### config.mk
export PLATFORM = sky130hd
export DESIGN_NAME = bfs_top
export DESIGN_NICKNAME = d
export VERILOG_FILES = /design/src/design/bfs_pkg.sv /design/src/design/bfs_top.sv
export VERILOG_INCLUDE_DIRS = /design/src /design/src/design
export SDC_FILE = /design/constraint.sdc
export NUM_CORES = 2
export LEC_CHECK = 0
export ABC_AREA = 0
export BUFFER_PORTS_ARGS = -buffer_cell sky130_fd_sc_hd__buf_2
export CAP_MARGIN = 30
export CORE_MARGIN = 2
export CORE_UTILIZATION = 34
export DETAILED_ROUTE_END_ITERATION = 7
export PLACE_DENSITY = 0.55
export SLEW_MARGIN = 5
export SYNTH_ARGS = -nofsm -noshare
export SYNTH_HDL_FRONTEND = slang
export SYNTH_MEMORY_MAX_BITS = 65536
export SYNTH_SLANG_ARGS = --single-unit
### constraint.sdc
create_clock -name sys_clk_i -period 5.4 [get_ports sys_clk_i]
set_clock_uncertainty 0.1 [all_clocks]
set_input_delay 0.54 -clock sys_clk_i [delete_from_list [all_inputs] [get_ports sys_clk_i]]
set_output_delay 0.54 -clock sys_clk_i [all_outputs]
set_load 0.03 [all_outputs]
### src/design/bfs_regs.svh
// Purpose: Constants for the bidirectional queue flag logic.
// Assumes: Included by the package and the design file.
// Notes: Times are in nanoseconds; cycle counts derive from the system clock.
`ifndef BFS_REGS_SVH
`define BFS_REGS_SVH

// ----------------------------------------------------------------------------
// Geometry
// ----------------------------------------------------------------------------
`define BFS_DATA_W 36
`define BFS_CNT_W 7
`define BFS_QUEUE_DEPTH 64
`define BFS_QUEUE_FULL 7'h40
`define BFS_ALMOST_OFFSET 7'h08
`define BFS_ALMOST_FULL_AT 7'h38

// ----------------------------------------------------------------------------
// Timing
// ----------------------------------------------------------------------------
`define BFS_CLK_PERIOD_NS 50
`define BFS_SK1_NS 8
`define BFS_SK2_NS 16
`define BFS_SK1_CYC ((`BFS_SK1_NS + `BFS_CLK_PERIOD_NS - 1) / `BFS_CLK_PERIOD_NS)
`define BFS_SK2_CYC ((`BFS_SK2_NS + `BFS_CLK_PERIOD_NS - 1) / `BFS_CLK_PERIOD_NS)

// ----------------------------------------------------------------------------
// Reset values and last-piece indices
// ----------------------------------------------------------------------------
`define BFS_FLAGS_RST 4'h5
`define BFS_PIECE_LAST_LONG 2'h0
`define BFS_PIECE_LAST_WORD 2'h1
`define BFS_PIECE_LAST_BYTE 2'h3

`endif

### src/design/bfs_pkg.sv
// Purpose: Types shared by the bidirectional queue flag logic.
// Assumes: The constants header sits beside this file.
// Notes: Flag fields are active low, as on the pins.
package bfs_pkg;
  `include "bfs_regs.svh"

  typedef enum logic [1:0] {
    BFS_W_LONG = 2'b00,
    BFS_W_WORD = 2'b01,
    BFS_W_BYTE = 2'b10,
    BFS_W_MAIL = 2'b11
  } bfs_width_t;

  typedef struct packed {
    logic clk;
    logic cs_n;
    logic dir;
    logic mbx;
    logic en;
    logic pg;
    logic [`BFS_DATA_W-1:0] data;
  } bfs_port_a_t;

  typedef struct packed {
    logic clk;
    logic cs_n;
    logic dir;
    logic mbx;
    logic en;
    logic pg;
    logic [1:0] width;
    logic [`BFS_DATA_W-1:0] data;
  } bfs_port_b_t;

  typedef struct packed {
    logic empty_flag_n;
    logic full_flag_n;
    logic almost_empty_flag_n;
    logic almost_full_flag_n;
  } bfs_flags_t;
endpackage

### src/design/bfs_top.sv
// Purpose: Two opposite-direction queues between ports A and B with port flags.
// Assumes: Port clocks and controls are pins, sampled on sys_clk_i.
// Notes: Flags of each port change only on that port's sampled rising clock edge.
`timescale 1ns/100ps
`include "bfs_regs.svh"

// ----------------------------------------------------------------------------
// Storage queue
// ----------------------------------------------------------------------------
module bfs_fifo #(
  parameter int WIDTH = 36,
  parameter int DEPTH = 4
) (
  input wire logic sys_clk_i,
  input wire logic rstn_i,
  input wire logic in_valid_i,
  output logic in_ready_o,
  input wire logic [WIDTH-1:0] in_data_i,
  output logic out_valid_o,
  input wire logic out_ready_i,
  output logic [WIDTH-1:0] out_data_o
);
  localparam int AW = $clog2(DEPTH);

  logic [WIDTH-1:0] mem_r [0:DEPTH-1];
  logic [AW:0] wp_r;
  logic [AW:0] rp_r;
  logic push;
  logic pop;
  logic full;
  logic empty;

  assign full = (wp_r[AW] != rp_r[AW]) && (wp_r[AW-1:0] == rp_r[AW-1:0]);
  assign empty = (wp_r == rp_r);
  assign in_ready_o = ~full;
  assign out_valid_o = ~empty;
  assign push = in_valid_i & ~full;
  assign pop = out_ready_i & ~empty;
  assign out_data_o = mem_r[rp_r[AW-1:0]];

  always_ff @(posedge sys_clk_i)
  begin
    if (push)
    begin
      mem_r[wp_r[AW-1:0]] <= in_data_i;
    end
  end

  always_ff @(posedge sys_clk_i)
  begin
    if (!rstn_i)
    begin
      wp_r <= '0;
      rp_r <= '0;
    end
    else
    begin
      wp_r <= wp_r + (AW+1)'(push);
      rp_r <= rp_r + (AW+1)'(pop);
    end
  end
endmodule

// ----------------------------------------------------------------------------
// Top level
// ----------------------------------------------------------------------------
module bfs_top (
  input wire logic sys_clk_i,
  input wire logic rstn_i,
  input wire bfs_pkg::bfs_port_a_t port_a_i,
  input wire bfs_pkg::bfs_port_b_t port_b_i,
  output logic [`BFS_DATA_W-1:0] port_a_data_o,
  output logic [`BFS_DATA_W-1:0] port_b_data_o,
  output bfs_pkg::bfs_flags_t port_a_flags_o,
  output bfs_pkg::bfs_flags_t port_b_flags_o
);
  import bfs_pkg::*;

  localparam int SK1 = `BFS_SK1_CYC;
  localparam int SK2 = `BFS_SK2_CYC;
  localparam int DW = `BFS_DATA_W;
  localparam int CW = `BFS_CNT_W;

  // --------------------------------------------------------------------------
  // Pin sampling
  // --------------------------------------------------------------------------
  bfs_port_a_t pa_s1_r;
  bfs_port_a_t pa_r;
  bfs_port_b_t pb_s1_r;
  bfs_port_b_t pb_r;
  logic pa_clk_d_r;
  logic pb_clk_d_r;
  logic a_edge;
  logic b_edge;

  always_ff @(posedge sys_clk_i)
  begin
    if (!rstn_i)
    begin
      pa_s1_r <= '0;
      pa_r <= '0;
      pb_s1_r <= '0;
      pb_r <= '0;
      pa_clk_d_r <= 1'b0;
      pb_clk_d_r <= 1'b0;
    end
    else
    begin
      pa_s1_r <= port_a_i;
      pa_r <= pa_s1_r;
      pb_s1_r <= port_b_i;
      pb_r <= pb_s1_r;
      pa_clk_d_r <= pa_r.clk;
      pb_clk_d_r <= pb_r.clk;
    end
  end

  assign a_edge = pa_r.clk & ~pa_clk_d_r;
  assign b_edge = pb_r.clk & ~pb_clk_d_r;

  // --------------------------------------------------------------------------
  // Access decode
  // --------------------------------------------------------------------------
  bfs_flags_t flags_a_r;
  bfs_flags_t flags_b_r;
  bfs_width_t b_width;
  logic [1:0] b_last_idx;
  logic [1:0] b_wpc_r;
  logic [1:0] b_rpc_r;
  logic a_sel;
  logic b_sel;
  logic a_wr;
  logic a_rd;
  logic b_wr_piece;
  logic b_rd_piece;
  logic b_wr;
  logic b_rd;
  logic q1_in_ready;
  logic q1_out_valid;
  logic q2_in_ready;
  logic q2_out_valid;
  logic [DW-1:0] q1_out_data;
  logic [DW-1:0] q2_out_data;

  assign a_sel = a_edge & ~pa_r.cs_n & pa_r.en & ~pa_r.mbx;
  assign a_wr = a_sel & pa_r.dir & flags_a_r.full_flag_n & q1_in_ready;
  assign a_rd = a_sel & ~pa_r.dir & flags_a_r.empty_flag_n & q2_out_valid;

  assign b_width = bfs_width_t'(pb_r.width);
  assign b_last_idx = (b_width == BFS_W_WORD) ? `BFS_PIECE_LAST_WORD :
                      (b_width == BFS_W_BYTE) ? `BFS_PIECE_LAST_BYTE :
                      `BFS_PIECE_LAST_LONG;
  assign b_sel = b_edge & ~pb_r.cs_n & pb_r.en & ~pb_r.mbx & (b_width != BFS_W_MAIL);
  assign b_wr_piece = b_sel & pb_r.dir & flags_b_r.full_flag_n & q2_in_ready;
  assign b_rd_piece = b_sel & ~pb_r.dir &
                      ((b_rpc_r != 2'h0) | (flags_b_r.empty_flag_n & q1_out_valid));
  assign b_wr = b_wr_piece & (b_wpc_r == b_last_idx);
  assign b_rd = b_rd_piece & (b_rpc_r == 2'h0);

  // --------------------------------------------------------------------------
  // Port-B piece assembly and split
  // --------------------------------------------------------------------------
  logic [DW-1:0] b_asm_r;
  logic [DW-1:0] b_asm_nxt;
  logic [DW-1:0] b_hold_r;
  logic [DW-1:0] b_src;
  logic [DW-1:0] b_hold_nxt;
  logic [DW-1:0] b_bus;

  assign b_asm_nxt = (b_width == BFS_W_WORD) ? {b_asm_r[17:0], pb_r.data[17:0]} :
                     (b_width == BFS_W_BYTE) ? {b_asm_r[26:0], pb_r.data[8:0]} :
                     pb_r.data;
  assign b_src = (b_rpc_r == 2'h0) ? q1_out_data : b_hold_r;
  assign b_hold_nxt = (b_width == BFS_W_WORD) ? {b_src[17:0], 18'h00000} :
                      (b_width == BFS_W_BYTE) ? {b_src[26:0], 9'h000} :
                      b_src;
  assign b_bus = (b_width == BFS_W_WORD) ? {port_b_data_o[35:18], b_src[35:18]} :
                 (b_width == BFS_W_BYTE) ? {port_b_data_o[35:9], b_src[35:27]} :
                 b_src;

  always_ff @(posedge sys_clk_i)
  begin
    if (!rstn_i)
    begin
      b_wpc_r <= 2'h0;
      b_rpc_r <= 2'h0;
      b_asm_r <= '0;
      b_hold_r <= '0;
    end
    else
    begin
      if (b_wr_piece)
      begin
        b_wpc_r <= b_wr ? 2'h0 : b_wpc_r + 2'h1;
        b_asm_r <= b_asm_nxt;
      end
      if (b_rd_piece)
      begin
        b_rpc_r <= (b_rpc_r == b_last_idx) ? 2'h0 : b_rpc_r + 2'h1;
        b_hold_r <= b_hold_nxt;
      end
    end
  end

  // --------------------------------------------------------------------------
  // Queues
  // --------------------------------------------------------------------------
  bfs_fifo #(
    .WIDTH(DW),
    .DEPTH(`BFS_QUEUE_DEPTH)
  ) a_to_b_queue (
    .sys_clk_i(sys_clk_i),
    .rstn_i(rstn_i),
    .in_valid_i(a_wr),
    .in_ready_o(q1_in_ready),
    .in_data_i(pa_r.data),
    .out_valid_o(q1_out_valid),
    .out_ready_i(b_rd),
    .out_data_o(q1_out_data)
  );

  bfs_fifo #(
    .WIDTH(DW),
    .DEPTH(`BFS_QUEUE_DEPTH)
  ) b_to_a_queue (
    .sys_clk_i(sys_clk_i),
    .rstn_i(rstn_i),
    .in_valid_i(b_wr),
    .in_ready_o(q2_in_ready),
    .in_data_i(b_asm_nxt),
    .out_valid_o(q2_out_valid),
    .out_ready_i(a_rd),
    .out_data_o(q2_out_data)
  );

  // --------------------------------------------------------------------------
  // Transfer counts and flag crossings
  // --------------------------------------------------------------------------
  logic [CW-1:0] q1_wr_cnt_r;
  logic [CW-1:0] q1_rd_cnt_r;
  logic [CW-1:0] q2_wr_cnt_r;
  logic [CW-1:0] q2_rd_cnt_r;
  logic [CW-1:0] q1_wr_nxt;
  logic [CW-1:0] q1_rd_nxt;
  logic [CW-1:0] q2_wr_nxt;
  logic [CW-1:0] q2_rd_nxt;
  logic [CW-1:0] x_src [0:3];
  logic x_edge [0:3];
  logic [CW-1:0] x_fe [0:3];
  logic [CW-1:0] x_al [0:3];

  assign q1_wr_nxt = q1_wr_cnt_r + CW'(a_wr);
  assign q1_rd_nxt = q1_rd_cnt_r + CW'(b_rd);
  assign q2_wr_nxt = q2_wr_cnt_r + CW'(b_wr);
  assign q2_rd_nxt = q2_rd_cnt_r + CW'(a_rd);

  always_ff @(posedge sys_clk_i)
  begin
    if (!rstn_i)
    begin
      q1_wr_cnt_r <= '0;
      q1_rd_cnt_r <= '0;
      q2_wr_cnt_r <= '0;
      q2_rd_cnt_r <= '0;
    end
    else
    begin
      q1_wr_cnt_r <= q1_wr_nxt;
      q1_rd_cnt_r <= q1_rd_nxt;
      q2_wr_cnt_r <= q2_wr_nxt;
      q2_rd_cnt_r <= q2_rd_nxt;
    end
  end

  // Reads of the A-to-B queue and writes of the B-to-A queue travel to port A.
  assign x_src[0] = q1_rd_cnt_r;
  assign x_src[1] = q2_wr_cnt_r;
  assign x_src[2] = q1_wr_cnt_r;
  assign x_src[3] = q2_rd_cnt_r;
  assign x_edge[0] = a_edge;
  assign x_edge[1] = a_edge;
  assign x_edge[2] = b_edge;
  assign x_edge[3] = b_edge;

  // An event enters the first of two owning-edge stages only if it is the skew time old.
  for (genvar g = 0; g < 4; g++)
  begin : g_cross
    logic [CW-1:0] dl_r [0:SK2-1];
    logic [CW-1:0] fe_s1_r;
    logic [CW-1:0] fe_s2_r;
    logic [CW-1:0] al_s1_r;
    logic [CW-1:0] al_s2_r;

    always_ff @(posedge sys_clk_i)
    begin
      if (!rstn_i)
      begin
        for (int k = 0; k < SK2; k++)
        begin
          dl_r[k] <= '0;
        end
        fe_s1_r <= '0;
        fe_s2_r <= '0;
        al_s1_r <= '0;
        al_s2_r <= '0;
      end
      else
      begin
        dl_r[0] <= x_src[g];
        for (int k = 1; k < SK2; k++)
        begin
          dl_r[k] <= dl_r[k-1];
        end
        if (x_edge[g])
        begin
          fe_s1_r <= dl_r[SK1-1];
          fe_s2_r <= fe_s1_r;
          al_s1_r <= dl_r[SK2-1];
          al_s2_r <= al_s1_r;
        end
      end
    end

    assign x_fe[g] = fe_s2_r;
    assign x_al[g] = al_s2_r;
  end

  // --------------------------------------------------------------------------
  // Flag evaluation
  // --------------------------------------------------------------------------
  logic [CW-1:0] a_q1_occ_fe;
  logic [CW-1:0] a_q1_occ_al;
  logic [CW-1:0] a_q2_occ_fe;
  logic [CW-1:0] a_q2_occ_al;
  logic [CW-1:0] b_q2_occ_fe;
  logic [CW-1:0] b_q2_occ_al;
  logic [CW-1:0] b_q1_occ_fe;
  logic [CW-1:0] b_q1_occ_al;
  bfs_flags_t flags_a_nxt;
  bfs_flags_t flags_b_nxt;

  assign a_q1_occ_fe = q1_wr_nxt - x_fe[0];
  assign a_q1_occ_al = q1_wr_nxt - x_al[0];
  assign a_q2_occ_fe = x_fe[1] - q2_rd_nxt;
  assign a_q2_occ_al = x_al[1] - q2_rd_nxt;
  assign b_q1_occ_fe = x_fe[2] - q1_rd_nxt;
  assign b_q1_occ_al = x_al[2] - q1_rd_nxt;
  assign b_q2_occ_fe = q2_wr_nxt - x_fe[3];
  assign b_q2_occ_al = q2_wr_nxt - x_al[3];

  assign flags_a_nxt.empty_flag_n = (a_q2_occ_fe != '0);
  assign flags_a_nxt.full_flag_n = (a_q1_occ_fe != `BFS_QUEUE_FULL);
  assign flags_a_nxt.almost_empty_flag_n = (a_q2_occ_al > `BFS_ALMOST_OFFSET);
  assign flags_a_nxt.almost_full_flag_n = (a_q1_occ_al < `BFS_ALMOST_FULL_AT);
  assign flags_b_nxt.empty_flag_n = (b_q1_occ_fe != '0);
  assign flags_b_nxt.full_flag_n = (b_q2_occ_fe != `BFS_QUEUE_FULL);
  assign flags_b_nxt.almost_empty_flag_n = (b_q1_occ_al > `BFS_ALMOST_OFFSET);
  assign flags_b_nxt.almost_full_flag_n = (b_q2_occ_al < `BFS_ALMOST_FULL_AT);

  always_ff @(posedge sys_clk_i)
  begin
    if (!rstn_i)
    begin
      flags_a_r <= `BFS_FLAGS_RST;
      flags_b_r <= `BFS_FLAGS_RST;
    end
    else
    begin
      if (a_edge)
      begin
        flags_a_r <= flags_a_nxt;
      end
      if (b_edge)
      begin
        flags_b_r <= flags_b_nxt;
      end
    end
  end

  assign port_a_flags_o = flags_a_r;
  assign port_b_flags_o = flags_b_r;

  // --------------------------------------------------------------------------
  // Read data with optional parity generation
  // --------------------------------------------------------------------------
  logic [DW-1:0] a_par;
  logic [DW-1:0] b_par;
  logic [DW-1:0] a_data_r;
  logic [DW-1:0] b_data_r;

  // Bit 8 of each byte becomes odd parity over the lower eight bits.
  for (genvar p = 0; p < 4; p++)
  begin : g_parity
    assign a_par[p*9 +: 9] = pa_r.pg ? {~^q2_out_data[p*9 +: 8], q2_out_data[p*9 +: 8]} :
                             q2_out_data[p*9 +: 9];
    assign b_par[p*9 +: 9] = pb_r.pg ? {~^b_bus[p*9 +: 8], b_bus[p*9 +: 8]} :
                             b_bus[p*9 +: 9];
  end

  always_ff @(posedge sys_clk_i)
  begin
    if (!rstn_i)
    begin
      a_data_r <= '0;
      b_data_r <= '0;
    end
    else
    begin
      if (a_rd)
      begin
        a_data_r <= a_par;
      end
      if (b_rd_piece)
      begin
        b_data_r <= b_par;
      end
    end
  end

  assign port_a_data_o = a_data_r;
  assign port_b_data_o = b_data_r;
endmodule

Word level (Yosys, flattened, before mapping)
Memory sizes are Yosys's and may differ from the RTL's. A register that Yosys moved wholly into a read port is not among the register bits.
Index checks and enable logic that the tools add are counted.
- add/sub/neg operators: 14
- $lt $le $gt $ge: 4
- equal/unequal tests: 16
- mux-type cells: 35
- bitwise operators: 40
- reduce and logical (&&, ||, !) cells: 24
- operators by type and width (operator ; count):
    36-bit 2-to-1 mux ; 7
    9-bit 2-to-1 mux ; 8
    8-bit XNOR reduction ; 8
    7-bit by 1-bit adder with 7-bit output ; 8
    7-bit 2-to-1 mux ; 4
    7-bit OR reduction ; 4
    7-bit subtractor ; 4
    1-bit bitwise AND ; 27
    7-bit == test ; 2
    7-bit by 4-bit greater-than comparator with 1-bit output, second input constant ; 2
    7-bit by 6-bit less-than comparator with 1-bit output, second input constant ; 2
    7-bit != test, second input constant ; 2
    7-bit nonzero test ; 2
    6-bit == test ; 2
    6-bit 2-to-1 mux ; 2
    1-bit inverter ; 12
    1-bit 2-to-1 mux ; 10
    2-bit 2-to-1 mux ; 4
    2-bit != test, second input constant ; 3
    2-bit by 1-bit adder with 2-bit output, second input constant ; 2
    2-bit == test ; 2
    1-bit zero test ; 4
    3-bit != test, second input constant ; 1
    3-bit AND reduction ; 1
    8 further kinds ; 10
- bits in registers: 405
- memory bits (writable): 4636
- input port bits: 88
- word-level logic and storage cells: 199
- memories kept: 6
- memories (memory ; words ; bits a word ; rd ports ; clocked after memory_dff ; write ports ; RTL line ; text):
    a_to_b_queue.mem_r ; 64 ; 36 ; 1 ; 1 ; 1 ; bfs_top.sv:25 ; logic [WIDTH-1:0] mem_r [0:DEPTH-1];
    b_to_a_queue.mem_r ; 64 ; 36 ; 1 ; 1 ; 1 ; bfs_top.sv:25 ;
    g_cross[0].dl_r ; 1 ; 7 ; 1 ; 1 ; 1 ; bfs_top.sv:288 ; logic [CW-1:0] dl_r [0:SK2-1];
    g_cross[1].dl_r ; 1 ; 7 ; 1 ; 1 ; 1 ; bfs_top.sv:288 ;
    g_cross[2].dl_r ; 1 ; 7 ; 1 ; 1 ; 1 ; bfs_top.sv:288 ;
    g_cross[3].dl_r ; 1 ; 7 ; 1 ; 1 ; 1 ; bfs_top.sv:288 ;

Logic depth before layout (Yosys ltp)
- word-level depth: 13
- depth in mapped cells: 28

Hierarchy
From an unflattened synthesis, not the netlist that was laid out.
- cell total of the unflattened synthesis: 9296
- area, all modules: 194509.0 µm²
- by module, submodules not included (module ; instances ; cells an instance ; area an instance (µm²) ; sequential area each (µm²)):
    bfs_fifo (b_to_a_queue) ; 1 ; 3844 ; 88641.3 ; 69466.6
    bfs_fifo (a_to_b_queue) ; 1 ; 3597 ; 88082.0 ; 69466.6
    bfs_top ; 1 ; 1855 ; 17785.8 ; 8668.3

Worst setup path before layout
Ideal clock, no wire load.
- kind: register -> register
- start: register pb_r, in the netlist b_width[0]
- end: memory b_to_a_queue.mem_r[0][27] (data pin)
- data arrival time: 4907 ps
- data required time: 4598 ps
- path slack: -308 ps
- cell stages (with the launch flop): 10
- clock period less this slack: 5708 ps
- cell sequence: dfxtp_1 > inv_1 > ha_1 > clkbuf_1 > clkbuf_1 > buf_1 > clkbuf_1 > clkbuf_1 > mux2i_1 > o21ai_0
- longest elaborated chain between the ends: 3
- ends and longest elaborated chain (what ; RTL line ; text):
    start, declared ; bfs_top.sv:90 ; bfs_port_b_t pb_r;
    start signal, assigned ; bfs_top.sv:112 ; pb_r <= pb_s1_r;
    2-bit == test ; bfs_top.sv:171 ; (b_width == BFS_W_BYTE) ? {b_asm_r[26:0], pb_r.data[8:0]} :
    36-bit 2-to-1 mux ; bfs_top.sv:171 ;
    36-bit 2-to-1 mux (*) ; bfs_top.sv:170 ; assign b_asm_nxt = (b_width == BFS_W_WORD) ? {b_asm_r[17:0], pb_r.data[17:0]} :
    via b_asm_nxt[27] ; bfs_top.sv:164 ; logic [DW-1:0] b_asm_nxt;
    end, declared ; bfs_top.sv:25 ;
Mark *: on every way through the listed nets, which the timed path passes. The rest lies on a longest branch.

Worst setup path in the final report
- start: register a_to_b_queue.wp_r[5]
- end: register flags_b_r, in the netlist port_b_flags_o[3]
- longest elaborated chain between the ends: 9
- ends and longest elaborated chain (what ; RTL line ; text):
    start, declared ; bfs_top.sv:26 ; logic [AW:0] wp_r;
    start signal, assigned ; bfs_top.sv:58 ; wp_r <= wp_r + (AW+1)'(push);
    7-bit == test ; bfs_top.sv:34 ; assign empty = (wp_r == rp_r);
    1-bit inverter ; bfs_top.sv:36 ; assign out_valid_o = ~empty;
    1-bit bitwise AND ; bfs_top.sv:156 ; ((b_rpc_r != 2'h0) | (flags_b_r.empty_flag_n & q1_out_valid));
    1-bit OR ; bfs_top.sv:156 ;
    1-bit bitwise AND ; bfs_top.sv:155 ; assign b_rd_piece = b_sel & ~pb_r.dir &
    1-bit bitwise AND ; bfs_top.sv:158 ; assign b_rd = b_rd_piece & (b_rpc_r == 2'h0);
    7-bit by 1-bit adder with 7-bit output ; bfs_top.sv:253 ; assign q1_rd_nxt = q1_rd_cnt_r + CW'(b_rd);
    via q1_rd_nxt[1] ; bfs_top.sv:244 ; logic [CW-1:0] q1_rd_nxt;
    7-bit subtractor ; - ;
    7-bit nonzero test ; bfs_top.sv:355 ; assign flags_b_nxt.empty_flag_n = (b_q1_occ_fe != '0);
    end signal, assigned ; bfs_top.sv:365 ; flags_b_r <= `BFS_FLAGS_RST;
    end signal, assigned ; bfs_top.sv:375 ; flags_b_r <= flags_b_nxt;
    end, declared ; bfs_top.sv:125 ; bfs_flags_t flags_b_r;
The timed path passes the listed nets, and every way through them passes these cells.
A chain may end at the register's enable or synchronous reset.

==> impl_metrics.yaml <==
outcome:
  status: "finished, final reports clean"
finish:
  drive_gt1_share_pct: 28.70
  final_cell_mix: "edfxtp_1 (4608), mux4_2 (1323), clkbuf_16 (553)"
  fin_nets: 10080
  final_common_cell: "edfxtp_1"
  fillers: 49960
  fin_area_um2: 226900
  syn_to_final_growth_pct: 17.00
sta:
  tns_ns: 0
  setup_viol_count_final: 0
  relSlewSlack_pct: 22.18
  max_slew.worst_pin.slew_ns: 1.167
  period_needed_ns: 4.839
  drv_slew: 0
  finalHoldViolCount: 0
  rsz0062_at_grt: "no"
  fmax_mhz: 206.7
  fin_crit_sh_pct: 89.60
  holdWs_ns: 0.1105
floorplan:
  die_w_um: 759.3
  fp-row-count: 277
  io_pins: 168
  core_um2: 568700
  start_util_pct: 34.10
  die_h_um: 759.3
  dieArea_um2: 576500
power:
  cellLeakagePower_nw: 70.70
  p_total_w: 0.08032
  ir_drop_v: 0.0003643
  powerDensity_nw_per_um2: 353.9
placed_design:
  place_area_um2: 208200
  io_buffers: 167
  dp_hpwl_um: 337600
  globalplace.congestion: 0.8689
routing:
  vias: 98670
  dr.pass1.iters: 5
  drt_iter0_drc: 12160
  drc: 0
  via_per_inst: 5.495
  post_drt_wl_per_cell_um: 32.55
  routed_wl_um: 584400
  ant_nets: 0
clock_network:
  clock_sinks: 5069
  htree_levels: 6
  cts_tree: "done"
  clk_latency_ns: 1.09
  cts.clk_slew.worst_paths_ns: 0.06
  cts-buffers-inserted: 548
  clockBufferDepth: 4
  cts_root_buffer: "clkbuf_16"
  post_cts_buffers: 0
worst_setup_path:
  path_buf_inv: 2
  critPathTopFamily: "compound AO/OA/AOI/OAI gates"
  crit_arrival_ns: 5.69
  critPathSlowestCell: "dfxtp_1"
  max_stage_delay_ns: 0.49
  critical_path_class: "flip-flop to flip-flop"
  cp.required_ns: 6.25
  critPathCaptureType: "flip-flop"
  critPathMostFrequentCell: "ha_1"
  cp_max_fo: 11
  path_cells: "xor2_1 -> nor4_1 -> buf_4 -> a41o_1 -> a211o_2 -> nor2_1 -> ha_1 -> ha_1 -> inv_1 -> ha_1 -> a21o_1 -> nand2_1 -> nor3b_1 -> a211o_1 -> maj3_1 -> a21oi_1 -> xnor2_1 -> o211ai_1 -> nor3_1 -> a211oi_1"
  crit_path_start_kind: "flip-flop"
synth:
  syn_area_um2: 194000
  ys.flop_type: "edfxtp_1"
  yosys.cell_types.count: 83
  syn_inst: 9176
  synth_edf_count: 4608
  synth_fp_nets: 9306
  syn_area_per_cell_um2: 21.14
  seq_area_frac_synth_pct: 76.10
  ys.warnings.count: 0
  synth-async-reset-ratio_pct: 0
  synth-seq-cells: 5069
global_routing:
  grt_pass1_vias: 99410
  grtUsageTotal_pct: 19.74
  antenna_found_initial: 39
  grt.overflow.total: 0
  grt_first_pass_wirelength_um: 806000
  grt_max_degree: 137
run:
  maxCapViolCount: 0
worst_hold_path:
  hold_class: "input pin to flip-flop"
-- synth_stat cells (7+ instances only) --
| library cell | n | area (um^2) |
|---|---|---|
| edfxtp_1 | 4608 | 138400 |
| mux4_2 | 1323 | 29800 |
| dfxtp_1 | 461 | 9229 |
| nand2_1 | 382 | 1434 |
| nor2_1 | 374 | 1404 |
| mux2i_1 | 276 | 2763 |
| clkbuf_1 | 246 | 923.4 |
| and2_1 | 235 | 1470 |
| a21oi_1 | 159 | 795.8 |
| buf_1 | 105 | 394.1 |
| o21ai_0 | 92 | 460.4 |
| xnor2_1 | 92 | 805.8 |
| buf_2 | 80 | 400.4 |
| nand3_1 | 63 | 315.3 |
| buf_4 | 51 | 382.9 |
| a22oi_1 | 49 | 367.9 |
| a211oi_1 | 43 | 322.8 |
| ha_1 | 42 | 525.5 |
| xor2_1 | 42 | 367.9 |
| inv_1 | 37 | 138.9 |
| nor2b_1 | 37 | 231.5 |
| buf_6 | 27 | 304.0 |
| nor3_1 | 27 | 135.1 |
| a31oi_1 | 25 | 156.4 |
| a221oi_1 | 22 | 192.7 |
| o22ai_1 | 22 | 137.6 |
| o221ai_1 | 21 | 183.9 |
| and3_1 | 18 | 112.6 |
| nand2b_1 | 17 | 106.4 |
| o211ai_1 | 16 | 120.1 |
| a311oi_1 | 14 | 122.6 |
| mux2_2 | 13 | 146.4 |
| a21o_1 | 8 | 60.06 |
| a32oi_1 | 8 | 70.07 |
| or3_1 | 8 | 50.05 |
| a22o_1 | 7 | 61.31 |
-- worst reg2reg max path, delay by kind of cell (launching register included) --
family | cells | cell delay, ns
AND/OR/NAND/NOR | 5 | 0.77
flip-flops | 1 | 0.49
AO/OA/AOI/OAI | 7 | 1.64
XOR/XNOR | 2 | 0.37
adder cells (fa/ha/maj) | 4 | 1.11
buffers and inverters | 2 | 0.23
-- power breakdown --
group / leakage (nW) / switching (W) / internal [W]
Combinational: 15.9 / 0.000648 / 0.000210
Sequential: 46.3 / 0.0000690 / 0.0427
Clock: 8.52 / 0.0160 / 0.0207
-- cell families after synthesis --
family	after synthesis	synth area share, %
AO/OA/AOI/OAI	568	1.961
adder cells (fa/ha/maj)	43	0.2761
AND/OR/NAND/NOR	1194	2.833
XOR/XNOR	137	0.6399
multiplexers	1612	16.86
flip-flops	5069	76.10
buffers and inverters	553	1.325
-- routing by layer --
metal	global-route usage, %	wire, um	vias up
met2	33.40	290100	4423
li1	-	-	39380
met5	0	36	-
met1	26.54	233300	53970
met4	5.278	16910	6
met3	3.175	44090	895
-- metrics by stage --
step / cells / utilization (%) / setup slack, ns
after detailed placement: 16840 / 36.61 / 0.5956
after global placement: 16800 / 36.50 / 0.2447
after floorplan: 9176 / - / 0.01423
after CTS: 17930 / 39.87 / 0.6133
after global routing: 17940 / 39.89 / 0.3305
final: 17960 / 39.90 / 0.5614
-- worst paths after layout --
path | from | end | slack, ns | depth (start not counted)
setup / recovery | a_to_b_queue.wp_r[5] | port_b_flags_o[3] | 0.56 | 20
hold / removal | port_a_i[26] | pa_s1_r[26] | 0.11 | 3
setup reg to reg | a_to_b_queue.wp_r[5] | port_b_flags_o[3] | 0.56 | 20
hold reg to reg | g_cross[3].al_s1_r[4] | g_cross[3].al_s2_r[4] | 0.32 | 2
-- area by class of cell --
class	count	area (um^2)	area share, %
diodes	18	45.04	0.01985
clock buffers	737	14820	6.531
clock inverters	268	2779	1.225
inverters	44	180.2	0.07940
multi-input cells	3554	45020	19.84
flip-flops and latches	5069	147700	65.09
well taps	7533	9425	4.154
repair buffers	734	6957	3.066
-- sequential cells by signal (all words and copies together) (netlist names), 27 cells and up --
| signal | flops |
|---|---|
| pa_r | 42 |
| pa_s1_r | 42 |
| pb_s1_r | 44 |
| a_to_b_queue.mem_r | 2304 |
| g_cross.al_s2_r | 28 |
| g_cross.al_s1_r | 28 |
| port_b_data_o | 36 |
| port_a_data_o | 36 |
| b_to_a_queue.mem_r | 2304 |
| pb_r | 42 |
| b_asm_r | 27 |
| b_hold_r | 36 |
| g_cross.dl_r | 28 |
-- timing repair --
action                    CTS  global route
hold endpoints to repair  108             0
hold buffers               91             0
gates resized for setup     0             0
Note: power is estimated with default switching activity, not from simulation.
